<file path="config.mk">
export PLATFORM = sky130hd
export DESIGN_NAME = uart_ctl
export DESIGN_NICKNAME = d
export VERILOG_FILES = /design/src/include/uart_ctl_pkg.sv /design/src/hdl/uart_fifo.sv /design/src/hdl/uart_ctl.sv
export VERILOG_INCLUDE_DIRS = /design/src /design/src/include
export SDC_FILE = /design/constraint.sdc
export NUM_CORES = 1
export LEC_CHECK = 0
export BUFFER_PORTS_ARGS = -buffer_cell sky130_fd_sc_hd__buf_2
export CAP_MARGIN = 25
export CORE_AREA = 3 3 251 204
export CTS_BUF_LIST = sky130_fd_sc_hd__clkbuf_16
export DETAILED_ROUTE_END_ITERATION = 16
export DIE_AREA = 0 0 254 207
export PLACE_DENSITY_LB_ADDON = 0.1
export SYNTH_ARGS = -nofsm -noshare
export SYNTH_HDL_FRONTEND = slang
export SYNTH_SLANG_ARGS = --single-unit
</file>
<file path="constraint.sdc">
create_clock -name clock -period 4.2 [get_ports clock]
set_clock_uncertainty 0.2 [all_clocks]
set_input_delay 0.21 -clock clock [delete_from_list [all_inputs] [get_ports clock]]
set_output_delay 0.21 -clock clock [all_outputs]
set_load 0.005 [all_outputs]
</file>
<file path="src/include/uart_ctl_params.svh">
// constants for the serial channel control block: offsets, field positions, resets, timing
// assumes a host bus with 3-bit address, chip select, read and write strobes on the device clock
// Functional notes
// [RL1] receive-ready interrupt follows held character when enabled
// [RL2] transmit-empty interrupt follows holding-empty flag when enabled
// [RL3] mask bits 2,3 gate line/modem; 4..7 zero
// [RL4] identification read clears only top pending source; code clears only a reported line or transmit source, never receive or modem
// [RL5] codes: line 0110, rx 0100, tx 0010, modem 0000
// [RL6] bit0 low while pending, resets high, upper zero
// [RL7] format bits 1..0 pick 5 to 8 bits
// [RL8] stop bits: one, one-and-half, or two
// [RL9] format bit 3 enables parity send and check
// [RL10] bit 4 clear odd, set even parity
// [RL11] forced parity: 1 if bit4 clear, else 0
// [RL12] break bit holds serial output low
// [RL13] format bit 7 exposes divisor latch, resets zero
// [RL14] modem bits 0,1 drive inverted ready outputs
// [RL15] bit 3 enables interrupt pin; loop carrier
// [RL16] modem bit 2 supplies ring in loop-back
// [RL17] modem bit 4 loop-back; bits 5..7 zero
// [RL18] status bit 0 set while character held
// [RL19] overrun sets bit1, held character kept intact
// [RL20] bit 2 parity error, bit 3 framing error
// [RL21] bit 4 on whole frame of low input
// [RL22] bit5 holding empty, bit6 both empty, bit7 zero
// [RL23] loop-back maps modem controls onto modem inputs
// [RL24] interrupt asserts while any enabled source pends
// [RL25] host writes when empty, reads when ready
`ifndef UART_CTL_PARAMS_SVH
`define UART_CTL_PARAMS_SVH
`define ADDR_DATA        3'h0
`define ADDR_MASK        3'h1
`define ADDR_IDENT       3'h2
`define ADDR_FORMAT      3'h3
`define ADDR_MODEM_CTL   3'h4
`define ADDR_LINE_FLAGS  3'h5
`define ADDR_MODEM_IN    3'h6
`define ADDR_SCRATCH     3'h7
`define RST_MASK         8'h00
`define RST_FORMAT       8'h00
`define RST_MODEM_CTL    8'h00
`define RST_DIVISOR      16'h0001
`define IDENT_NONE       4'h1
`define IDENT_LINE       4'h6
`define IDENT_RX         4'h4
`define IDENT_TX         4'h2
`define IDENT_MODEM      4'h0
`define FMT_DLAB         7
`define FMT_BREAK        6
`define FMT_FORCE        5
`define FMT_EVEN         4
`define FMT_PAR_EN       3
`define FMT_STOP         2
`define MCTL_LOOP        4
`define MCTL_OUT2        3
`define MCTL_RING        2
`define MCTL_RTS         1
`define MCTL_DTR         0
`define OVERSAMPLE       16
`define START_MID        4'h7
`endif

</file>
<file path="src/include/uart_ctl_pkg.sv">
// types shared by the serial channel control block
// holds no constants; those live in the params header
`default_nettype none
package uart_ctl_pkg;
  typedef struct packed {
    logic       brk;
    logic       frame_err;
    logic       par_err;
    logic [7:0] data;
  } rx_word_t;
  typedef struct packed {
    logic cts;
    logic dsr;
    logic ring;
    logic carrier;
  } modem_in_t;
  typedef enum logic [1:0] {TX_IDLE, TX_START, TX_BITS, TX_STOP} tx_state_t;
  typedef enum logic [1:0] {RX_IDLE, RX_START, RX_BITS, RX_STOP} rx_state_t;
endpackage : uart_ctl_pkg
`default_nettype wire

</file>
<file path="src/hdl/uart_fifo.sv">
// small synchronous fifo, valid/ready on both sides
// assumes a single clock and synchronous active-high reset
`timescale 1ns/100ps
`default_nettype none
module uart_fifo #(
  parameter int WIDTH = 11,
  parameter int DEPTH = 16
) (
  input  wire logic             clock,
  input  wire logic             srst,
  input  wire logic [WIDTH-1:0] in_data,
  input  wire logic             in_valid,
  output var  logic             in_ready,
  output var  logic [WIDTH-1:0] out_data,
  output var  logic             out_valid,
  input  wire logic             out_ready
);
  localparam int AW = $clog2(DEPTH);
  logic [WIDTH-1:0] mem [DEPTH];
  logic [AW-1:0]    wr_q;
  logic [AW-1:0]    rd_q;
  logic [AW:0]      cnt_q;
  logic             push;
  logic             pop;
  // full and empty straight from the count so they never lie
  assign in_ready  = (cnt_q != (AW+1)'(DEPTH));
  assign out_valid = (cnt_q != '0);
  assign push      = in_valid && in_ready;
  assign pop       = out_valid && out_ready;
  assign out_data  = mem[rd_q];
  always_ff @(posedge clock) begin
    if (push) begin
      mem[wr_q] <= in_data;
    end
  end
  always_ff @(posedge clock) begin
    if (srst) begin
      wr_q  <= '0;
      rd_q  <= '0;
      cnt_q <= '0;
    end else begin
      if (push) begin
        wr_q <= wr_q + 1'b1;
      end
      if (pop) begin
        rd_q <= rd_q + 1'b1;
      end
      cnt_q <= cnt_q + {{AW{1'b0}}, push} - {{AW{1'b0}}, pop};
    end
  end
endmodule : uart_fifo
`default_nettype wire

</file>
<file path="src/hdl/uart_ctl.sv">
// one asynchronous serial channel: registers, interrupt priority, line format, transmit, receive
// assumes host strobes synchronous to clock; serial and modem pins are asynchronous
`timescale 1ns/100ps
`default_nettype none
`include "uart_ctl_params.svh"
module uart_ctl (
  input  wire logic       clock,
  input  wire logic       srst,
  input  wire logic       cs,
  input  wire logic [2:0] addr,
  input  wire logic       rd,
  input  wire logic       wr,
  input  wire logic [7:0] wdata,
  output var  logic [7:0] rdata,
  input  wire logic       rx_pin,
  output var  logic       tx_pin,
  input  wire logic       cts_n,
  input  wire logic       dsr_n,
  input  wire logic       ring_indicate_n,
  input  wire logic       carrier_detect_n,
  output var  logic       dtr_n,
  output var  logic       rts_n,
  output var  logic       irq,
  output var  logic       irq_oe_n
);
  logic [7:0] interrupt_mask_q, line_format_control_q, modem_line_control_q, scratch_q;
  logic [15:0] divisor_q;
  logic [7:0] transmit_holding_q, receive_holding_q;
  logic thr_full_q, tsr_busy_q, rx_ready_q;
  logic overrun_q, par_err_q, frame_err_q, brk_q;
  logic thr_ack_q, line_ack_q;
  logic [3:0] delta_q;
  logic [3:0] rx_s1_q, rx_s2_q;
  uart_ctl_pkg::modem_in_t mod_q, mod_d;
  logic wr_en, rd_en, dlab, loop;
  assign wr_en = cs && wr;
  assign rd_en = cs && rd;
  assign dlab  = line_format_control_q[`FMT_DLAB]; // RL13
  assign loop  = modem_line_control_q[`MCTL_LOOP]; // RL17

  // decoding shared by read and write paths
  function automatic logic hit(input logic [2:0] a, input logic [2:0] want);
    hit = (a == want);
  endfunction : hit

  // control registers; unused upper bits never stored
  always_ff @(posedge clock) begin
    if (srst) begin
      interrupt_mask_q      <= `RST_MASK;
      line_format_control_q <= `RST_FORMAT;
      modem_line_control_q  <= `RST_MODEM_CTL;
      divisor_q             <= `RST_DIVISOR;
      scratch_q             <= 8'h00;
    end else if (wr_en) begin
      if (hit(addr, `ADDR_DATA) && dlab) divisor_q[7:0] <= wdata; // RL13
      if (hit(addr, `ADDR_MASK) && dlab) divisor_q[15:8] <= wdata;
      if (hit(addr, `ADDR_MASK) && !dlab) interrupt_mask_q <= {4'h0, wdata[3:0]}; // RL3
      if (hit(addr, `ADDR_FORMAT)) line_format_control_q <= wdata;
      if (hit(addr, `ADDR_MODEM_CTL)) modem_line_control_q <= {3'h0, wdata[4:0]}; // RL17
      if (hit(addr, `ADDR_SCRATCH)) scratch_q <= wdata;
    end
  end

  // two-flop synchronisers for serial and modem inputs
  always_ff @(posedge clock) begin
    if (srst) begin
      rx_s1_q <= 4'hF;
      rx_s2_q <= 4'hF;
    end else begin
      rx_s1_q <= {rx_pin, cts_n, dsr_n, ring_indicate_n};
      rx_s2_q <= rx_s1_q;
    end
  end
  logic cd_s1_q, cd_s2_q;
  always_ff @(posedge clock) begin
    if (srst) begin
      cd_s1_q <= 1'b1;
      cd_s2_q <= 1'b1;
    end else begin
      cd_s1_q <= carrier_detect_n;
      cd_s2_q <= cd_s1_q;
    end
  end

  // modem inputs, looped from control bits in diagnostic mode
  always_comb begin
    if (loop) begin
      mod_d.cts     = modem_line_control_q[`MCTL_RTS]; // RL23
      mod_d.dsr     = modem_line_control_q[`MCTL_DTR];
      mod_d.ring    = modem_line_control_q[`MCTL_RING]; // RL16
      mod_d.carrier = modem_line_control_q[`MCTL_OUT2]; // RL15
    end else begin
      mod_d.cts     = ~rx_s2_q[2];
      mod_d.dsr     = ~rx_s2_q[1];
      mod_d.ring    = ~rx_s2_q[0];
      mod_d.carrier = ~cd_s2_q;
    end
  end
  logic msr_rd;
  assign msr_rd = rd_en && hit(addr, `ADDR_MODEM_IN);
  // change flags; a change in the read cycle survives
  always_ff @(posedge clock) begin
    if (srst) begin
      mod_q   <= '0;
      delta_q <= 4'h0;
    end else begin
      mod_q   <= mod_d;
      delta_q <= (msr_rd ? 4'h0 : delta_q) |
                 {mod_d.carrier ^ mod_q.carrier, mod_q.ring & ~mod_d.ring,
                  mod_d.dsr ^ mod_q.dsr, mod_d.cts ^ mod_q.cts};
    end
  end

  // baud tick at sixteen times the bit rate
  logic [15:0] baud_cnt_q;
  logic        tick;
  assign tick = (baud_cnt_q == 16'h0001) || (divisor_q == 16'h0000);
  always_ff @(posedge clock) begin
    if (srst || tick) baud_cnt_q <= divisor_q;
    else baud_cnt_q <= baud_cnt_q - 16'h0001;
  end

  // format helpers
  logic [2:0] nbits_m1;
  logic       par_en, tx_line, rx_line;
  assign nbits_m1 = 3'h4 + {1'b0, line_format_control_q[1:0]}; // RL7
  assign par_en   = line_format_control_q[`FMT_PAR_EN]; // RL9
  function automatic logic par_of(input logic [7:0] d, input logic [2:0] m1, input logic [7:0] f);
    logic [7:0] msk;
    msk = 8'hFF >> (3'h7 - m1);
    if (f[`FMT_FORCE]) par_of = ~f[`FMT_EVEN]; // RL11
    else par_of = ^(d & msk) ^ ~f[`FMT_EVEN]; // RL10
  endfunction : par_of

  // transmitter; holding register loads shifter when idle
  uart_ctl_pkg::tx_state_t tx_st_q;
  logic [7:0] tsr_q;
  logic [2:0] tx_bit_q;
  logic [4:0] tx_tick_q;
  logic       tx_out_q, tx_par_phase_q;
  logic [5:0] stop_len;
  // one and a half stops only for five-bit words
  assign stop_len = !line_format_control_q[`FMT_STOP] ? 6'd16 :
                    (line_format_control_q[1:0] == 2'b00) ? 6'd24 : 6'd32; // RL8
  logic [5:0] tx_stop_q;
  logic thr_wr;
  assign thr_wr = wr_en && hit(addr, `ADDR_DATA) && !dlab;
  always_ff @(posedge clock) begin
    if (srst) begin
      thr_full_q <= 1'b0;
      transmit_holding_q <= 8'h00;
    end else begin
      if (thr_wr) begin
        transmit_holding_q <= wdata; // RL25
        thr_full_q <= 1'b1;
      end else if (tx_st_q == uart_ctl_pkg::TX_IDLE && thr_full_q) begin
        thr_full_q <= 1'b0;
      end
    end
  end
  always_ff @(posedge clock) begin
    if (srst) begin
      tx_st_q <= uart_ctl_pkg::TX_IDLE;
      tsr_q <= 8'h00;
      tx_bit_q <= 3'h0;
      tx_tick_q <= 5'h0;
      tx_out_q <= 1'b1;
      tx_par_phase_q <= 1'b0;
      tx_stop_q <= 6'h0;
      tsr_busy_q <= 1'b0;
    end else begin
      case (tx_st_q)
        uart_ctl_pkg::TX_IDLE: begin
          tx_out_q <= 1'b1;
          tsr_busy_q <= thr_full_q;
          if (thr_full_q && !thr_wr) begin
            tsr_q <= transmit_holding_q;
            tx_st_q <= uart_ctl_pkg::TX_START;
            tx_tick_q <= 5'h0;
          end
        end
        uart_ctl_pkg::TX_START: if (tick) begin
          tx_out_q <= 1'b0;
          tx_tick_q <= tx_tick_q + 5'h1;
          if (tx_tick_q == 5'h0F) begin
            tx_tick_q <= 5'h0;
            tx_bit_q <= 3'h0;
            tx_par_phase_q <= 1'b0;
            tx_st_q <= uart_ctl_pkg::TX_BITS;
          end
        end
        uart_ctl_pkg::TX_BITS: if (tick) begin
          tx_out_q <= tx_par_phase_q ? par_of(tsr_q, nbits_m1, line_format_control_q) : tsr_q[tx_bit_q];
          tx_tick_q <= tx_tick_q + 5'h1;
          if (tx_tick_q == 5'h0F) begin
            tx_tick_q <= 5'h0;
            if (tx_par_phase_q || (tx_bit_q == nbits_m1 && !par_en)) begin
              tx_st_q <= uart_ctl_pkg::TX_STOP;
              tx_stop_q <= 6'h0;
            end else if (tx_bit_q == nbits_m1) begin
              tx_par_phase_q <= 1'b1; // RL9
            end else begin
              tx_bit_q <= tx_bit_q + 3'h1;
            end
          end
        end
        uart_ctl_pkg::TX_STOP: if (tick) begin
          tx_out_q <= 1'b1;
          tx_stop_q <= tx_stop_q + 6'h1;
          if (tx_stop_q == stop_len - 6'h1) tx_st_q <= uart_ctl_pkg::TX_IDLE; // RL8
        end
        default: tx_st_q <= uart_ctl_pkg::TX_IDLE;
      endcase
    end
  end
  // loop-back keeps the pin idle high even in break; otherwise break wins over the transmitter
  assign tx_line = tx_out_q && !line_format_control_q[`FMT_BREAK];
  always_ff @(posedge clock) begin
    if (srst) tx_pin <= 1'b1;
    else tx_pin <= loop ? 1'b1 : tx_line; // RL12
  end

  // receiver: mid-bit sampling at 16x, assembled words go through the fifo
  uart_ctl_pkg::rx_state_t rx_st_q;
  uart_ctl_pkg::rx_word_t  rx_word, fifo_word;
  logic [7:0] rsr_q;
  logic [2:0] rx_bit_q;
  logic [3:0] rx_tick_q;
  logic rx_par_phase_q, rx_par_bad_q, rx_zero_q, rx_push_q;
  logic fifo_in_ready, fifo_valid, fifo_ready;
  assign rx_line = loop ? tx_line : rx_s2_q[3];
  always_ff @(posedge clock) begin
    if (srst) begin
      rx_st_q <= uart_ctl_pkg::RX_IDLE;
      rsr_q <= 8'h00;
      rx_bit_q <= 3'h0;
      rx_tick_q <= 4'h0;
      rx_par_phase_q <= 1'b0;
      rx_par_bad_q <= 1'b0;
      rx_zero_q <= 1'b0;
      rx_push_q <= 1'b0;
      rx_word <= '0;
    end else begin
      if (fifo_in_ready) rx_push_q <= 1'b0;
      case (rx_st_q)
        uart_ctl_pkg::RX_IDLE: if (!rx_line) begin
          rx_st_q <= uart_ctl_pkg::RX_START;
          rx_tick_q <= 4'h0;
        end
        uart_ctl_pkg::RX_START: if (tick) begin
          rx_tick_q <= rx_tick_q + 4'h1;
          if (rx_tick_q == `START_MID) begin
            rx_tick_q <= 4'h0;
            rx_bit_q <= 3'h0;
            rx_par_phase_q <= 1'b0;
            rx_zero_q <= 1'b1;
            rsr_q <= 8'h00;
            // false start rejected at mid-bit
            rx_st_q <= rx_line ? uart_ctl_pkg::RX_IDLE : uart_ctl_pkg::RX_BITS;
          end
        end
        uart_ctl_pkg::RX_BITS: if (tick) begin
          rx_tick_q <= rx_tick_q + 4'h1;
          if (rx_tick_q == 4'hF) begin
            rx_zero_q <= rx_zero_q & ~rx_line;
            if (rx_par_phase_q) begin
              rx_par_bad_q <= rx_line != par_of(rsr_q, nbits_m1, line_format_control_q); // RL20
              rx_st_q <= uart_ctl_pkg::RX_STOP;
            end else begin
              rsr_q[rx_bit_q] <= rx_line;
              rx_par_bad_q <= 1'b0;
              if (rx_bit_q == nbits_m1) begin
                if (par_en) rx_par_phase_q <= 1'b1; // RL9
                else rx_st_q <= uart_ctl_pkg::RX_STOP;
              end else begin
                rx_bit_q <= rx_bit_q + 3'h1;
              end
            end
          end
        end
        uart_ctl_pkg::RX_STOP: if (tick) begin
          rx_tick_q <= rx_tick_q + 4'h1;
          if (rx_tick_q == 4'hF) begin
            rx_word.data <= rsr_q;
            rx_word.par_err <= rx_par_bad_q;
            rx_word.frame_err <= !rx_line; // RL20
            rx_word.brk <= rx_zero_q && !rx_line; // RL21
            rx_push_q <= 1'b1;
            // a long break gives one break word per frame time
            rx_st_q <= uart_ctl_pkg::RX_IDLE;
          end
        end
        default: rx_st_q <= uart_ctl_pkg::RX_IDLE;
      endcase
    end
  end

  uart_fifo #(.WIDTH(11), .DEPTH(16)) rx_fifo (
    .clock     (clock),
    .srst      (srst),
    .in_data   (rx_word),
    .in_valid  (rx_push_q),
    .in_ready  (fifo_in_ready),
    .out_data  (fifo_word),
    .out_valid (fifo_valid),
    .out_ready (fifo_ready)
  );
  logic rhr_rd, lsr_rd, isr_rd;
  assign rhr_rd = rd_en && hit(addr, `ADDR_DATA) && !dlab;
  assign lsr_rd = rd_en && hit(addr, `ADDR_LINE_FLAGS);
  assign isr_rd = rd_en && hit(addr, `ADDR_IDENT);
  // fifo drains only into an empty or just-read holding register
  assign fifo_ready = !rx_ready_q || rhr_rd;
  // a word finishing while the previous one still waits on a full fifo
  logic ovr_evt;
  assign ovr_evt = rx_st_q == uart_ctl_pkg::RX_STOP && tick && rx_tick_q == 4'hF && rx_push_q && !fifo_in_ready;
  // any fresh line error re-arms the line source after an acknowledge
  logic line_new;
  assign line_new = ovr_evt || (fifo_valid && fifo_ready &&
                    (fifo_word.par_err || fifo_word.frame_err || fifo_word.brk));

  // holding register, overrun and error flags; a set beats a read clear
  always_ff @(posedge clock) begin
    if (srst) begin
      receive_holding_q <= 8'h00;
      rx_ready_q <= 1'b0;
      overrun_q <= 1'b0;
      par_err_q <= 1'b0;
      frame_err_q <= 1'b0;
      brk_q <= 1'b0;
    end else begin
      if (fifo_valid && fifo_ready) begin
        receive_holding_q <= fifo_word.data;
        rx_ready_q <= 1'b1; // RL18
      end else if (rhr_rd) begin
        rx_ready_q <= 1'b0; // RL18
      end
      overrun_q   <= (overrun_q && !lsr_rd) || ovr_evt; // RL19
      par_err_q   <= (par_err_q && !lsr_rd) || (fifo_valid && fifo_ready && fifo_word.par_err); // RL20
      frame_err_q <= (frame_err_q && !lsr_rd) || (fifo_valid && fifo_ready && fifo_word.frame_err); // RL20
      brk_q       <= (brk_q && !lsr_rd) || (fifo_valid && fifo_ready && fifo_word.brk); // RL21
    end
  end

  // interrupt sources and priority
  logic line_src, rx_src, tx_src, modem_src;
  logic [3:0] ident;
  logic [7:0] lsr_val;
  assign lsr_val = {1'b0, !thr_full_q && !tsr_busy_q, !thr_full_q, brk_q, frame_err_q,
                    par_err_q, overrun_q, rx_ready_q}; // RL22
  assign line_src  = interrupt_mask_q[2] && (|lsr_val[4:1]) && !line_ack_q; // RL3
  assign rx_src    = interrupt_mask_q[0] && rx_ready_q; // RL1
  assign tx_src    = interrupt_mask_q[1] && !thr_full_q && !thr_ack_q; // RL2
  assign modem_src = interrupt_mask_q[3] && (|delta_q); // RL3
  always_comb begin
    if (line_src) ident = `IDENT_LINE; // RL5
    else if (rx_src) ident = `IDENT_RX;
    else if (tx_src) ident = `IDENT_TX;
    else if (modem_src) ident = `IDENT_MODEM;
    else ident = `IDENT_NONE; // RL6
  end
  // identification read acknowledges only the source it reported
  always_ff @(posedge clock) begin
    if (srst) begin
      thr_ack_q <= 1'b0;
      line_ack_q <= 1'b0;
    end else begin
      if (thr_wr || thr_full_q) thr_ack_q <= 1'b0;
      else if (isr_rd && ident == `IDENT_TX) thr_ack_q <= 1'b1; // RL4
      if (lsr_rd || line_new) line_ack_q <= 1'b0;
      else if (isr_rd && ident == `IDENT_LINE) line_ack_q <= 1'b1; // RL4
    end
  end
  logic any_src;
  assign any_src = line_src || rx_src || tx_src || modem_src;

  // registered outputs
  always_ff @(posedge clock) begin
    if (srst) begin
      dtr_n <= 1'b1;
      rts_n <= 1'b1;
      irq <= 1'b0;
      irq_oe_n <= 1'b1;
    end else begin
      dtr_n <= loop || !modem_line_control_q[`MCTL_DTR]; // RL14
      rts_n <= loop || !modem_line_control_q[`MCTL_RTS]; // RL14
      irq <= any_src; // RL24
      irq_oe_n <= loop || !modem_line_control_q[`MCTL_OUT2]; // RL15
    end
  end
  always_ff @(posedge clock) begin
    if (srst) rdata <= 8'h00;
    else if (rd_en) begin
      case (addr)
        `ADDR_DATA:       rdata <= dlab ? divisor_q[7:0] : receive_holding_q;
        `ADDR_MASK:       rdata <= dlab ? divisor_q[15:8] : interrupt_mask_q;
        `ADDR_IDENT:      rdata <= {4'h0, ident}; // RL6
        `ADDR_FORMAT:     rdata <= line_format_control_q;
        `ADDR_MODEM_CTL:  rdata <= modem_line_control_q;
        `ADDR_LINE_FLAGS: rdata <= lsr_val;
        `ADDR_MODEM_IN:   rdata <= {mod_q.carrier, mod_q.ring, mod_q.dsr, mod_q.cts, delta_q};
        default:          rdata <= scratch_q;
      endcase
    end
  end

  // checks
  AST_IDENT_PRIO: assert property (@(posedge clock) disable iff (srst) // RL5
    rd_en && addr == `ADDR_IDENT && line_src |=> rdata[3:0] == `IDENT_LINE) else $error("line source not on top");
  AST_IRQ_FOLLOW: assert property (@(posedge clock) disable iff (srst) // RL24
    any_src |=> irq) else $error("irq missed pending source");
  AST_RX_IRQ: assert property (@(posedge clock) disable iff (srst) // RL1
    interrupt_mask_q[0] && rx_ready_q |=> irq) else $error("receive ready irq absent");
  AST_MASK_HI: assert property (@(posedge clock) disable iff (srst) // RL3
    interrupt_mask_q[7:4] == 4'h0) else $error("mask upper bits set");
  AST_BREAK_TX: assert property (@(posedge clock) disable iff (srst) // RL12
    line_format_control_q[`FMT_BREAK] && !loop |=> !tx_pin) else $error("break not low");
  // the pin is registered, so it follows the control bit of the cycle before
  AST_DTR: assert property (@(posedge clock) disable iff (srst) // RL14
    !loop |=> dtr_n == !$past(modem_line_control_q[`MCTL_DTR])) else $error("dtr wrong");
  AST_EMPTY_BOTH: assert property (@(posedge clock) disable iff (srst) // RL22
    thr_full_q |-> !lsr_val[6] && !lsr_val[5]) else $error("empty flags wrong");
  AST_MCTL_HI: assert property (@(posedge clock) disable iff (srst) // RL17
    modem_line_control_q[7:5] == 3'h0) else $error("modem control upper set");
  AST_THR_ACK: assert property (@(posedge clock) disable iff (srst) // RL4
    isr_rd && ident == `IDENT_TX && !thr_wr && !thr_full_q |=> !tx_src) else $error("tx source not cleared");
endmodule : uart_ctl
`default_nettype wire

</file>
==> impl_metrics.toml <==
[setup_path]
crit_fanout = 14
rr_worst_depth = 6
crit_type = "flop to flop"
startpoint_type = "flop"
r2r_end = "tx_stop_q[5]$_SDFFE_PP0P_"
critPathLaunch = "divisor_q[2]$_SDFFE_PP0P_"
crit_path_end_kind = "flop"
crit_chain = "nor4_1 -> nand4_2 -> nand2_1 -> nand2_1 -> o21ai_0 -> a21oi_1"
r2r_start = "divisor_q[2]$_SDFFE_PP0P_"
cp_slowest_cell = "nand2_1"
critPathBufInv = 0
cpPeakStageDelay_ns = 0.64
cp_top_family = "simple AND/OR/NAND/NOR gates"
crit_required_ns = 4.41
critPathArrivalTime_ns = 3.15
r2r_slack_ns = 1.26
cpMostUsedCell = "nand2_1"

[route]
drt_wl_total_um = 41600
final_antenna_net_count = 0
wl_per_cell_um = 20.6
drc = 0
first_iter_violations = 861
drt_first_pass_iters = 5
num_vias = 10200
vias_per_cell = 5.04

[global_routing]
grt_pass1_wl_um = 63900
use_met3_pct = 3.33
antenna_found_initial = 0
first_global_vias = 9896
overflow = 0
track_usage_pct = 16.0
busiest_layer = "met1"
grt_use_met1_pct = 25.3
use_met2_pct = 22.1
grt_max_degree = 59

[cts]
htreeDepth = 2
clockRootBuffer = "clkbuf_16"
clk_pin_slew_worst_paths_ns = 0.06
cts_tree = "done"
cts_setup_buffers = 0
worstSkewPairLatency_ns = 0.57
cts_made_buffers = 41
clockBufferDepth = 3
post_cts_resize_count = 0
hold_buffers = 16
cts.sinks = 364

[pwr]
ir_worst_vdd_uv = 248
powerDensity_mw_per_mm2 = 496
leakagePower_uw = 0.00619

[placed_design]
placed_area_mm2 = 0.0165
dp_hpwl_um = 27500
gp_congestion = 0.790
io_buffers = 33

[floorplan]
dieHeight_um = 207
die_area_mm2 = 0.0526
start_util_pct = 31.7
ios = 34
rows = 73
core_area_mm2 = 0.0491
fp.dieW_um = 254

[yosys]
syn_inst = 1302
synth.yosys.seq_area_share_pct = 58.1
yosys.area.top_type = "edfxtp_1"
ys_types = 75
syn_avg_cell_area_um2 = 12.0
synth_seq_cells = 364
netlist_area_mm2 = 0.0156
synthFlopType = "dfxtp_1"
yosys_warnings = 0
synth_top_area_share_pct = 33.9
synth_edf_count = 176
synth_nets = 1347
yosys-top-cells-area = "edfxtp_1, dfxtp_1, mux4_2, mux2i_1, nor2_1"
async_flop_share_pct = 0

[sta]
finalCritPeriodShare_pct = 70.0
slew_viol_final = 0
tightest_slew_ns = 0.888
hold_viol = 0
finalSetupViolations = 0
tns_ns = 0
rsz0062_at_grt = "false"
period_minus_slack_ns = 2.94
slew_headroom_pct = 39.3
fmax_mhz = 340

[cells_and_area]
seq_area_mm2 = 0.00905
multi_input_area_mm2 = 0.00611
final_area_mm2 = 0.0180
n_fill_cell = 4812
final_cell_mix = "dfxtp_1, edfxtp_1, nor2_1"
diodes = 0
areaGrowthSynthToFinish_pct = 15.4
nets = 1397
drive_gt1_share_pct = 16.6
layout_commonest_cell = "dfxtp_1"

[min_path]
whs_endpoint = "divisor_q[8]$_SDFFE_PP0P_"
holdPathStages = 4
hp-start = "wr"
hold_class = "input pin to flop"

[run]
max_cap_violations = 0

[status]
status = "completed"
registers in the layout, summed over array words and instances, names as in the netlist, 5 cells and up, named ones only:
name                   count
tsr_q                      8
transmit_holding_q         8
line_format_control_q      8
divisor_q                 16
tx_stop_q                  6
baud_cnt_q                16
rx_fifo.mem              176
tx_tick_q                  5
scratch_q                  8
rx_fifo.cnt_q              5
rsr_q                      8
receive_holding_q          8
rdata                      8
modem_line_control_q       5
rx_word                   11
kinds of logic (layout without fill, tap and decap cells):
group           count (synthesis)  count (layout)  share of synthesized area, %
simple gates                  410             410                          12.8
compound gates                224             224                          9.10
buf+inv                       108             189                          2.87
flops                         364             364                          58.1
xor+xnor                       41              41                          2.30
mux                           131             131                          12.8
fa+ha+maj                      24              24                          1.98
power breakdown:
| part | internal (µW) | switching, µW | total, µW |
|---|---|---|---|
| clock network | 2030 | 1460 | 3490 |
| logic | 731 | 671 | 1400 |
| registers | 3810 | 218 | 4030 |
| total | 6570 | 2350 | 8920 |
synth_stat cells (6+ instances only):
master / instances
nand2b_1: 12
dfxtp_1: 188
and3_1: 6
edfxtp_1: 176
and2_1: 8
mux4_2: 54
nand4_1: 7
xnor2_1: 26
nor2b_1: 8
nand3_1: 30
nor2_1: 144
nand3b_1: 6
nor4_1: 11
a31oi_1: 11
or4_1: 7
nand2_1: 112
xor2_1: 15
nor3_1: 11
a311oi_1: 6
clkbuf_1: 51
a21oi_1: 101
or2_2: 13
buf_2: 12
mux2_2: 10
o21a_1: 6
inv_1: 33
o21ai_0: 32
buf_1: 6
ha_1: 23
mux2i_1: 67
o211ai_1: 6
per-stage QoR:
stage | instances | worst slack [ns] | hold WS (ns) | total power, µW | utilization, %
after floorplan | 1302 | 1.07 | 0.114 | 5120 | -
after global placement | 1928 | 0.894 | 0.193 | 5540 | 33.6
after detailed placement | 1928 | 0.788 | 0.194 | 5540 | 33.6
after CTS | 2018 | 1.15 | 0.0287 | 9080 | 36.5
after global routing | 2020 | 0.983 | 0.0784 | 9380 | 36.6
final | 2020 | 1.26 | 0.0848 | 8920 | 36.6
area by class of cell:
| class | instances | area share, % |
|---|---|---|
| Inverter | 33 | 0.689 |
| Clock inverter | 31 | 1.20 |
| Sequential cell | 364 | 50.4 |
| Multi-Input combinational cell | 830 | 34.0 |
| Tap cell | 637 | 4.43 |
| Timing Repair Buffer | 82 | 3.33 |
| Clock buffer | 43 | 5.99 |
worst max-delay path by stage:
stage | depth (start not counted) | to | slack, ns
after floorplan | 17 | rx_fifo.cnt_q[4]$_SDFF_PP0_ | 1.07
after global placement | 14 | rx_fifo.cnt_q[4]$_SDFF_PP0_ | 0.89
after detailed placement | 14 | rx_fifo.cnt_q[4]$_SDFF_PP0_ | 0.79
after CTS | 6 | rx_fifo.mem[1][1]$_DFFE_PP_ | 1.15
after global routing | 6 | rsr_q[6]$_SDFFE_PP0P_ | 0.98
final | 6 | tx_stop_q[5]$_SDFFE_PP0P_ | 1.26
worst min-delay path: cells and delay by family:
kind / cells / cell delay [ns]
buffers and inverters: 1 / 0.11
AOI/OAI and AO/OA: 1 / 0.06
and+or+nand+nor: 2 / 0.43
metal layers:
metal,vias up,part of all wire [%]
met3,57,4.0
li1,4902,-
met4,0,1.7
met2,160,42
met5,-,0
met1,5057,53
(Power assumes the default switching activity.)
